<file path="src/rtl/rcf_pkg.sv">
// package: constants and types for the reset cause and clock select block
package rcf_pkg;

	// register bus
	localparam int RCF_ADDR_W = 4;
	localparam int RCF_DATA_W = 16;
	localparam logic [3:0] RCF_IDX_RESET_CAUSE = 4'h0;
	localparam logic [3:0] RCF_IDX_SEQ_STATUS = 4'h1;

	// reset cause control field positions
	localparam int RCF_B_TRAP = 15;
	localparam int RCF_B_BADOP = 14;
	localparam int RCF_B_DSLEEP = 10;
	localparam int RCF_B_CMISM = 9;
	localparam int RCF_B_PROGMEM_SLEEP_POWER = 8;
	localparam int RCF_B_PINRST = 7;
	localparam int RCF_B_INSTR = 6;
	localparam int RCF_B_SOFT_WATCHDOG_ENABLE = 5;
	localparam int RCF_B_WATCHDOG_TIMEOUT_FLAG = 4;
	localparam int RCF_B_SLEEP = 3;
	localparam int RCF_B_IDLE = 2;
	localparam int RCF_B_BOR = 1;
	localparam int RCF_B_POR = 0;

	// reset values and masks
	localparam logic [15:0] RCF_POR_VAL = 16'h0003;
	localparam logic [15:0] RCF_IMPL_MASK = 16'hc7ff;

	// sequence status field positions
	localparam int RCF_S_SYSTEM_RESET_SIGNAL = 0;
	localparam int RCF_S_EXEC = 1;
	localparam int RCF_S_CLOCK_FAIL_MONITOR = 2;
	localparam int RCF_S_WDTEN = 3;
	localparam int RCF_S_CLK_LO = 4;

	// timing
	localparam int RCF_CLK_PERIOD_NS = 50;
	localparam int RCF_CLK_MHZ = 20;
	localparam int RCF_TPOR_NS = 10000;
	localparam int RCF_TRST_NS = 1000;
	localparam int RCF_POWER_UP_TIMER_US = 64000;
	localparam int RCF_CNT_W = 21;
	localparam logic [20:0] RCF_TPOR_CYC = 21'((RCF_TPOR_NS +
		RCF_CLK_PERIOD_NS - 1) / RCF_CLK_PERIOD_NS);
	localparam logic [20:0] RCF_TRST_CYC = 21'((RCF_TRST_NS +
		RCF_CLK_PERIOD_NS - 1) / RCF_CLK_PERIOD_NS);
	localparam logic [20:0] RCF_POWER_UP_TIMER_CYC = 21'(RCF_POWER_UP_TIMER_US * RCF_CLK_MHZ);

	typedef enum {
		RCF_ST_POR,
		RCF_ST_POWER_UP_TIMER,
		RCF_ST_RST,
		RCF_ST_RUN
	} rcf_state_t;

	typedef struct packed {
		logic [3:0] addr;
		logic [15:0] wdata;
		logic wr;
		logic rd;
	} rcf_bus_t;

	typedef struct packed {
		logic trap_conflict;
		logic bad_opcode;
		logic config_mismatch;
		logic reset_instr;
		logic wdt_timeout;
		logic sleep_instr;
		logic idle_instr;
	} rcf_evt_t;

endpackage

</file>
<file path="src/rtl/rcf_reset_cause.sv">
// reset cause flags, start-up clock select and system reset sequencer
// Function
// - trap conflict sets bit 15; only power-on or software clears it
// - illegal opcode, address mode or uninitialised pointer sets bit 14
// - deep-sleep flag bit 10 set by sleep with enable; software only clears
// - configuration mismatch reset sets bit 9; power-on clears it
// - bit 8 keeps program memory powered in sleep when one
// - master clear pin reset sets bit 7; power-on clears it
// - reset instruction sets bit 6; power-on clears it
// - bit 5 is a plain software watchdog enable
// - watchdog fuse at one keeps the watchdog enabled regardless
// - watchdog time-out sets bit 4; power-save instruction or power-on clears
// - sleep instruction sets bit 3; power-on clears it
// - idle instruction sets bit 2; power-on clears it
// - brown-out and every power-on set bit 1; no hardware clear
// - power-on sets bit 0; only software clears it
// - software may set or clear any flag but bit 10 (clear only) without causing a reset
// - switching enabled: power-on and brown-out take new oscillator field
// - switching enabled others keep current field; disabled all take config
// - system reset released after reset delay; power-on first adds power-on and power-up delays, brown-out the power-up delay
// - code runs only after reset delay and clock delays both end
// - clock fail monitor starts only after system reset release
// - each reset sets its flag; power-on clears all but bits 1:0
// - any active reset source asserts the system reset
//
// The strobed register port and the register addresses were decided locally.
`timescale 1ns/1ns
module rcf_reset_cause
	import rcf_pkg::*;
#(
	parameter logic [20:0] P_POWER_UP_TIMER_CYC = RCF_POWER_UP_TIMER_CYC
) (
	input wire logic i_clk,
	input wire logic i_rst,
	input wire rcf_bus_t i_bus,
	input wire rcf_evt_t i_evt,
	input wire logic i_master_clear_pin_n,
	input wire logic i_brownout,
	input wire logic i_deep_sleep_en,
	input wire logic i_watchdog_fuse,
	input wire logic i_clk_switch_en,
	input wire logic [2:0] i_new_osc_config_field,
	input wire logic [2:0] i_current_osc_field,
	input wire logic i_osc_started,
	input wire logic i_pll_locked,
	input wire logic i_clock_fail_monitor_en,
	output logic [15:0] o_rdata,
	output logic o_system_reset_signal,
	output logic o_exec_enable,
	output logic o_watchdog_enabled,
	output logic o_progmem_sleep_power,
	output logic [2:0] o_clk_sel,
	output logic o_clock_fail_monitor_active
);

////////////////////////////////////////////////////////////////////////////////
// declarations

	logic [1:0] pin_sync_reg;
	logic [1:0] bor_sync_reg;
	logic [15:0] flags_reg;
	logic [15:0] flags_next;
	logic [20:0] cnt_reg;
	logic [20:0] cnt_next;
	rcf_state_t state_reg;
	rcf_state_t state_next;
	logic [2:0] clk_sel_next;
	logic [15:0] rdata_next;
	logic pin_act;
	logic bor_act;
	logic rst_src;
	logic sw_wr;
	logic [15:0] hw_set;
	logic [15:0] hw_clr;
	logic [15:0] sw_val;
	logic [15:0] kept;
	logic [15:0] status;
	logic cnt_done;
	logic exec_next;
	logic system_reset_signal_next;

	function automatic logic [20:0] stage_len(input rcf_state_t st,
		input logic [20:0] power_up_timer);
		case (st)
			RCF_ST_POR: stage_len = RCF_TPOR_CYC;
			RCF_ST_POWER_UP_TIMER: stage_len = power_up_timer;
			RCF_ST_RST: stage_len = RCF_TRST_CYC;
			default: stage_len = 21'h000001;
		endcase
	endfunction

////////////////////////////////////////////////////////////////////////////////
// pin synchronisers

	always_ff @(posedge i_clk) begin
		pin_sync_reg <= {pin_sync_reg[0], ~i_master_clear_pin_n};
		bor_sync_reg <= {bor_sync_reg[0], i_brownout};
	end

	assign pin_act = pin_sync_reg[1];
	assign bor_act = bor_sync_reg[1];

////////////////////////////////////////////////////////////////////////////////
// reset cause flags

	assign rst_src = pin_act | bor_act | i_evt.trap_conflict |
		i_evt.bad_opcode | i_evt.config_mismatch | i_evt.reset_instr |
		i_evt.wdt_timeout;

	assign hw_set = {
		i_evt.trap_conflict,
		i_evt.bad_opcode,
		3'h0,
		i_evt.sleep_instr & i_deep_sleep_en,
		i_evt.config_mismatch,
		1'b0,
		pin_act,
		i_evt.reset_instr,
		1'b0,
		i_evt.wdt_timeout,
		i_evt.sleep_instr,
		i_evt.idle_instr,
		bor_act,
		1'b0
	};

	assign hw_clr = {11'h000, i_evt.sleep_instr | i_evt.idle_instr,
		4'h0};

	assign sw_wr = i_bus.wr && (i_bus.addr == RCF_IDX_RESET_CAUSE);

	// deep-sleep flag can only be cleared by software
	assign sw_val = {i_bus.wdata[15:11],
		i_bus.wdata[RCF_B_DSLEEP] & flags_reg[RCF_B_DSLEEP],
		i_bus.wdata[9:0]};

	assign kept = sw_wr ? sw_val : (flags_reg & ~hw_clr);

	// set after clear: hardware set wins
	assign flags_next = (kept | hw_set) & RCF_IMPL_MASK;

	always_ff @(posedge i_clk) begin
		if (i_rst) begin
			flags_reg <= RCF_POR_VAL;
		end else begin
			flags_reg <= flags_next;
		end
	end

////////////////////////////////////////////////////////////////////////////////
// reset sequencer

	assign cnt_done = (cnt_reg == stage_len(state_reg, P_POWER_UP_TIMER_CYC) - 21'h1);

	always_comb begin
		state_next = state_reg;
		cnt_next = cnt_reg + 21'h1;
		if (rst_src) begin
			state_next = bor_act ? RCF_ST_POWER_UP_TIMER : RCF_ST_RST;
			cnt_next = 21'h0;
		end else begin
			case (state_reg)
				RCF_ST_POR: begin
					if (cnt_done) begin
						state_next = RCF_ST_POWER_UP_TIMER;
						cnt_next = 21'h0;
					end
				end
				RCF_ST_POWER_UP_TIMER: begin
					if (cnt_done) begin
						state_next = RCF_ST_RST;
						cnt_next = 21'h0;
					end
				end
				RCF_ST_RST: begin
					if (cnt_done) begin
						state_next = RCF_ST_RUN;
						cnt_next = 21'h0;
					end
				end
				RCF_ST_RUN: cnt_next = 21'h0;
				default: begin
					state_next = RCF_ST_RST;
					cnt_next = 21'h0;
				end
			endcase
		end
	end

	assign system_reset_signal_next = (state_next != RCF_ST_RUN);
	assign exec_next = ~system_reset_signal_next & i_osc_started & i_pll_locked;

	// clock source picked by reset type
	assign clk_sel_next = (!rst_src) ? o_clk_sel :
		(!i_clk_switch_en || bor_act) ? i_new_osc_config_field :
		i_current_osc_field;

	always_ff @(posedge i_clk) begin
		if (i_rst) begin
			state_reg <= RCF_ST_POR;
			cnt_reg <= 21'h0;
			o_system_reset_signal <= 1'b1;
			o_exec_enable <= 1'b0;
			o_clock_fail_monitor_active <= 1'b0;
			o_clk_sel <= i_new_osc_config_field;
		end else begin
			state_reg <= state_next;
			cnt_reg <= cnt_next;
			o_system_reset_signal <= system_reset_signal_next;
			o_exec_enable <= exec_next;
			o_clock_fail_monitor_active <= i_clock_fail_monitor_en &
				~system_reset_signal_next;
			o_clk_sel <= clk_sel_next;
		end
	end

////////////////////////////////////////////////////////////////////////////////
// control outputs and register read

	assign status = {9'h000, o_clk_sel, o_watchdog_enabled,
		o_clock_fail_monitor_active, o_exec_enable, o_system_reset_signal};

	assign rdata_next = !i_bus.rd ? 16'h0000 :
		(i_bus.addr == RCF_IDX_RESET_CAUSE) ? flags_reg :
		(i_bus.addr == RCF_IDX_SEQ_STATUS) ? status : 16'h0000;

	always_ff @(posedge i_clk) begin
		if (i_rst) begin
			o_rdata <= 16'h0000;
			o_watchdog_enabled <= 1'b0;
			o_progmem_sleep_power <= 1'b0;
		end else begin
			o_rdata <= rdata_next;
			o_watchdog_enabled <= i_watchdog_fuse |
				flags_next[RCF_B_SOFT_WATCHDOG_ENABLE];
			o_progmem_sleep_power <= flags_next[RCF_B_PROGMEM_SLEEP_POWER];
		end
	end
endmodule // rcf_reset_cause

</file>
<file path="config.mk">
export PLATFORM = sky130hd
export DESIGN_NAME = rcf_reset_cause
export DESIGN_NICKNAME = d
export VERILOG_FILES = /design/src/rtl/rcf_pkg.sv /design/src/rtl/rcf_reset_cause.sv
export SDC_FILE = /design/constraint.sdc
export NUM_CORES = 1
export LEC_CHECK = 0
export CORE_MARGIN = 10
export CORE_UTILIZATION = 40
export CTS_CLUSTER_SIZE = 10
export DETAILED_ROUTE_END_ITERATION = 8
export DONT_BUFFER_PORTS = 1
export PLACE_DENSITY = 0.61
export SYNTH_ARGS = -nofsm -noshare
export SYNTH_HDL_FRONTEND = slang
export SYNTH_SLANG_ARGS = --single-unit
</file>
<file path="constraint.sdc">
create_clock -name i_clk -period 2.5 [get_ports i_clk]
set_input_delay 0.125 -clock i_clk [delete_from_list [all_inputs] [get_ports i_clk]]
set_output_delay 0.125 -clock i_clk [all_outputs]
set_load 0.02 [all_outputs]
</file>
==> run metrics, run 1 <==
critical path's slowest cell=o31a_1; grt total ovfl=0; Hold Path Depth=2; layout cells sized above 1=0.158; status=finished, final reports clean; Horiz. Die Dim=111 um; fin crit share=0.935; drt drc=0; Worst VDD drop=299 uV; startpoint types=flop; largest net degree at the start of global routing=18; vias in the first global route=2,367; Die H=111 um; unrepaired setup endpoints after global routing=no; Reg2Reg Capture Point=state_reg[0]; leading cell type in the layout, fill and taps excluded=dfxtp_1; slowest cell delay on critical path=0.36 ns; cell chain of the critical path=nor4_2 > nand4_2 > or2_1 > o31a_1 > nor4_4 > buf_4 > nor2_1 > o41ai_2; Setup WS pre-CTS=0.138 ns; Total GRT Usage=0.114; cell count after placement=452; reg2reg setup slack=0.16 ns; Starting Density=0.408; WHS Endpoint=o_rdata[9]; DR vias/cell=4.72; Post-Layout Cell Count=505; Seq cells post-synth=90; Synth Cell Area=3320 sq um; Skew-Pair Late Insertion Delay=0.34 ns; Placeable Area=8130 sq um; Worst Setup End Kind=flop; CTS root buf=clkbuf_8; Unique masters post-synth=48; # port buffers=0; # fillers=730; Min-Delay Startpoint=i_bus[18]; initial antenna violation count=0; Clock Path Buffers=2; DRT Pass-1 Iters=6; Area growth, synth to finish=24.4%; critical path data required time=2.75 ns; endpoints failing hold=0; routed via count=2,382; IO Pins=69; area of the multi-input gates=1480 sq um; Crit. path cell count=8; Leak Pwr=1.60 nW; Die Area=12,300 sq um; CTS Sinks=90; Combinational Power Share=0.044; Final Total Pwr=2.68 mW; Nets=441; Tightest Pin Transition=0.634 ns; row count=33; NetSw=559 uW; internal power=2.12 mW; Seq/Total Area, Yosys=0.552; Avg WL per Cell=13.8 um; clock skew=0.00499 ns; WP buf/inv=1; CTS tree=done; max reg flops=32; minimum clock period=2.34 ns; FF-to-FF Start=state_reg[26]; setup ws final=0.162 ns; Final ANT Viol Nets=0; synth warn=0; CTS Buf Count=9; CP Class=reg -> reg; pwr dens=649 nW/um^2; Clk pin slew, worst setup/hold paths=0.08 ns; mean post-synth cell area=10.3 sq um; Hold Path Class=in -> reg; clock network power share=0.387; max-slew violations=0; Fmax=428 MHz; GP Congestion=0.805; most frequent cells in the layout=87 x dfxtp_1, 36 x dlygate4sd3_1, 33 x nand2_1, 33 x conb_1, 28 x nor2_1; max cap viols=0; switch share=0.209; FF+latch area=1830 sq um; Syn Inst Count=322; Starting DRT DRC Count=95; critical path launch point=state_reg[26]; Max-slew headroom=0.576; # H-tree levels=3; Worst Path Arrival=2.59 ns; sequential share of power=0.568; Final TNS setup=0 ns; DRT Wirelength=6970 um; delay-heaviest family, CP=simple AND/OR/NAND/NOR gates; global-route wire length before repair=11,800 um; worst-path maximum fanout=4; antenna cells=0; Setup violations, final=0; reg2reg path depth=8; final HPWL from detailed placement=4860 um
==> cell type report <==
type / count / area share
Multi-Input combinational cell: 236 / 0.358
Timing Repair Buffer: 45 / 0.104
Clock inverter: 5 / 0.0188
Sequential cell: 90 / 0.444
Inverter: 13 / 0.0118
Clock buffer: 11 / 0.0318
Tap cell: 105 / 0.0318
==> timing repair <==
| action | 4_1_cts | 5_1_grt |
|---|---|---|
| endpoints found under the hold margin | 28 | 2 |
| gates resized for setup | 0 | 1 |
| setup buffers | 0 | 1 |
| hold buffers | 32 | 4 |
| setup endpoints to repair | 0 | 14 |
==> per-layer routing <==
layer	share of wire	up-vias	global-route usage
met5	0	-	0
met4	0.0095	0	0.0334
met3	0.073	5	0.0525
met2	0.47	67	0.183
met1	0.45	1109	0.134
li1	-	1201	-
==> how the worst max path moves through the flow <==
stage / end
after global placement: cnt_reg[8]
final: state_reg[0]
after detailed placement: cnt_reg[2]
after floorplan: cnt_reg[20]
after global routing: state_reg[0]
after CTS: cnt_reg[18]
==> power groups by stage <==
stage               Combinational (mW)  Clock [mW]  Sequential, mW
floorplan                       0.0625           0            1.55
global placement                0.0590           0            1.56
detailed placement              0.0600           0            1.56
CTS                              0.110        1.08            1.52
global route                     0.132        1.15            1.53
finish                           0.118        1.04            1.52
==> worst reg2reg max path: cells and delay by family, from the launching register on <==
family | cells | cell delay, ns
and+or+nand+nor | 5 | 1.16
AOI/OAI and AO/OA | 2 | 0.62
DFF | 1 | 0.31
buffers and inverters | 1 | 0.17
==> per-stage QoR <==
stage	area [sq um]	hold slack, ns	util
2_1_floorplan	3440	0.153	-
3_3_place_gp	3550	0.153	0.436
3_5_place_dp	3550	0.153	0.436
4_1_cts	4080	0.000492	0.501
5_1_grt	4130	0.0419	0.508
6_report	4130	0.0652	0.508
==> kinds of logic (layout without fill, tap and decap cells) <==
family / Yosys count / count (layout) / share of synthesized area
other: 1 / 33 / 0.00113
buffers and inverters: 28 / 74 / 0.0400
muxes: 12 / 12 / 0.0373
DFF: 90 / 90 / 0.552
adders and majority gates: 1 / 1 / 0.00377
and+or+nand+nor: 144 / 144 / 0.253
xor gates and xnor gates: 19 / 19 / 0.0501
AOI/OAI and AO/OA: 27 / 27 / 0.0633
==> cell usage after synthesis, drive strengths merged <==
| library cell | instances | area, sq um |
|---|---|---|
| or4 | 2 | 15.0 |
| a2111o | 1 | 11.3 |
| nand4 | 9 | 68.8 |
| o31a | 2 | 17.5 |
| nor2 | 48 | 230 |
| nand3b | 4 | 30.0 |
| xnor2 | 9 | 78.8 |
| and2 | 8 | 50.1 |
| o21ba | 1 | 10.0 |
| buf | 6 | 50.0 |
| nor4 | 10 | 130 |
| a31oi | 8 | 50.1 |
| mux2i | 9 | 90.1 |
| xor2 | 10 | 87.6 |
| o21bai | 1 | 7.51 |
| and4 | 2 | 17.5 |
| mux2 | 3 | 33.8 |
| o41ai | 1 | 16.3 |
| dfxtp | 87 | 1740 |
| conb | 1 | 3.75 |
| ha | 1 | 12.5 |
| nor3 | 7 | 35.0 |
| a211oi | 3 | 27.5 |
| and4bb | 1 | 12.5 |
| edfxtp | 3 | 90.1 |
| o31ai | 1 | 7.51 |
| inv | 13 | 48.8 |
| and3b | 1 | 8.76 |
| nand3 | 6 | 30.0 |
| o21ai | 1 | 5.00 |
| o221ai | 1 | 15.0 |
| or3 | 4 | 30.0 |
| a21oi | 4 | 20.0 |
| or2 | 2 | 12.5 |
| nand2b | 2 | 12.5 |
| nand2 | 33 | 124 |
| clkbuf | 9 | 33.8 |
| o21a | 3 | 22.5 |
| and3 | 5 | 31.3 |
No activity file was read; power rests on OpenSTA's default activity.
==> run 2: changes to the inputs <==
--- a/config.mk
+++ b/config.mk
@@ -7,6 +7,7 @@
 export LEC_CHECK = 0
 export CORE_MARGIN = 10
 export CORE_UTILIZATION = 40
+export CTS_BUF_LIST = sky130_fd_sc_hd__clkbuf_4
 export CTS_CLUSTER_SIZE = 10
 export DETAILED_ROUTE_END_ITERATION = 8
 export DONT_BUFFER_PORTS = 1
==> run metrics, run 2 (synthesis gave the netlist of run 1 again) <==
DP Area=3550 sq um (unchanged); Starting Density=0.408 (unchanged); Total GRT Usage=0.114 (-0.000259); Worst Setup End Kind=flop; reg2reg setup slack=0.14 ns (-0.02 ns); clock skew=0.00685 ns (+0.00186 ns); Setup WS pre-CTS=0.138 ns (unchanged); Finished Cell Area=4070 sq um (-1.4%); max cap viols=0 (unchanged); CTS tree=done; Setup violations, final=0 (unchanged); setup ws final=0.143 ns (-0.0190 ns); final HPWL from detailed placement=4860 um (unchanged); Skew-Pair Late Insertion Delay=0.42 ns (+0.08 ns); Hold Path Class=in -> reg; CP Class=reg -> reg; endpoints failing hold=0 (unchanged); IO Pins=69 (unchanged); Die H=111 um (unchanged); Tightest Pin Transition=0.643 ns (+0.00847 ns); critical path data required time=2.83 ns (+0.08 ns); most frequent cells in the layout=87 x dfxtp_1, 36 x dlygate4sd3_1, 33 x nand2_1, 33 x conb_1, 28 x nor2_1; status=finished, final reports clean; Placeable Area=8130 sq um (unchanged); Worst Path Arrival=2.69 ns (+0.10 ns); startpoint types=flop; routed via count=2,359 (-0.97%); # port buffers=0 (unchanged); Clk pin slew, worst setup/hold paths=0.13 ns (+0.05 ns); DR vias/cell=4.68 (-0.77%); CTS root buf=clkbuf_4; Clock Path Buffers=2 (unchanged); initial antenna violation count=0 (unchanged); Worst VDD drop=297 uV (-0.60%); setup repair bufs after CTS=0 (unchanged); Final ANT Viol Nets=0 (unchanged); Die Area=12,300 sq um (unchanged); final core occ=0.501 (-0.00692); Avg WL per Cell=13.6 um (-1.4%); minimum clock period=2.36 ns (+0.0190 ns); max-slew violations=0 (unchanged); grt total ovfl=0 (unchanged); unrepaired setup endpoints after global routing=yes; drt drc=0 (unchanged); vias in the first global route=2,365 (-0.084%); # H-tree levels=3 (unchanged); GP Congestion=0.805 (unchanged); fin crit share=0.943 (+0.00759); Horiz. Die Dim=111 um (unchanged); antenna cells=0 (unchanged); global-route wire length before repair=11,800 um (-0.29%); Area growth, synth to finish=22.7%; row count=33 (unchanged); largest net degree at the start of global routing=18 (unchanged); Hold WS=0.0343 ns (-0.0310 ns); layout cells sized above 1=0.160 (+0.00290); Max-slew headroom=0.570 (-0.00567); Fmax=424 MHz (-0.81%); DRT Pass-1 Iters=4 (-2); Leak Pwr=1.58 nW (-1.3%); CTS Buf Count=9 (unchanged); max reg flops=32 (unchanged); CTS Sinks=90 (unchanged); DRT Wirelength=6860 um (-1.6%); worst-path maximum fanout=10 (+6); pwr dens=621 nW/um^2 (-4.3%); Nets=440 (-0.23%); Starting DRT DRC Count=88 (-7.4%); leading cell type in the layout, fill and taps excluded=dfxtp_1
==> run 2: changes by cell type in the layout (fill, tap and decap cells not counted), sizes merged <==
cell,change
buf,-1
==> run 2: area by class of cell <==
type / count / area, sq um
Clock buffer: 11 / 82.6
Clock inverter: 5 / 77.6
Fill cell: 738 / 4060
Inverter: 13 / 48.8
Multi-Input combinational cell: 236 / 1480
Sequential cell: 90 / 1830
Tap cell: 105 / 131
Timing Repair Buffer: 44 / 420
==> run 2: where the power goes <==
part | total [mW] | switching, mW | leakage [nW] | internal (mW)
clock network | 0.886 | 0.458 | 0.0889 | 0.428
logic | 0.118 | 0.0488 | 0.744 | 0.0692
registers | 1.53 | 0.0346 | 0.749 | 1.49
==> run 2: worst max-delay path: stages, from the launching register on <==
cell,delay [ns]
dfxtp_1,0.33
nor4_2,0.33
nand4_2,0.21
or2_1,0.30
o31a_1,0.36
nor4_4,0.31
a2111o_1,0.15
buf_4,0.21
nor2_1,0.07
==> run 2: final timing paths <==
path | startpoint | endpoint | depth (start not counted)
worst max-delay path | state_reg[26] | cnt_reg[2] | 8
worst min-delay path | i_evt[6] | o_clk_sel[0] | 2
worst max register to register | state_reg[26] | cnt_reg[2] | 8
worst min register to register | pin_sync_reg[0] | pin_sync_reg[1] | 0
==> run 2: per-stage QoR <==
step	total power [mW]	cells	setup TNS (ns)
after CTS	2.57	504	0
after global placement	1.62	452	0
after detailed placement	1.62	452	0
after global routing	2.65	504	-0.126
after floorplan	1.61	354	0
final	2.53	504	0
==> run 2: timing repair <==
item,4_1_cts,5_1_grt
setup endpoints to repair,0,19
resized for setup,0,1
hold endpoints to repair,36,0
hold buffers,36,0
==> run 2: per-layer routing <==
layer	wire, um	track usage	vias to the layer above
met3	532	0.0427	8
met4	104	0.0463	0
met5	0	0	-
met2	3210	0.185	68
li1	-	-	1198
met1	3010	0.133	1085
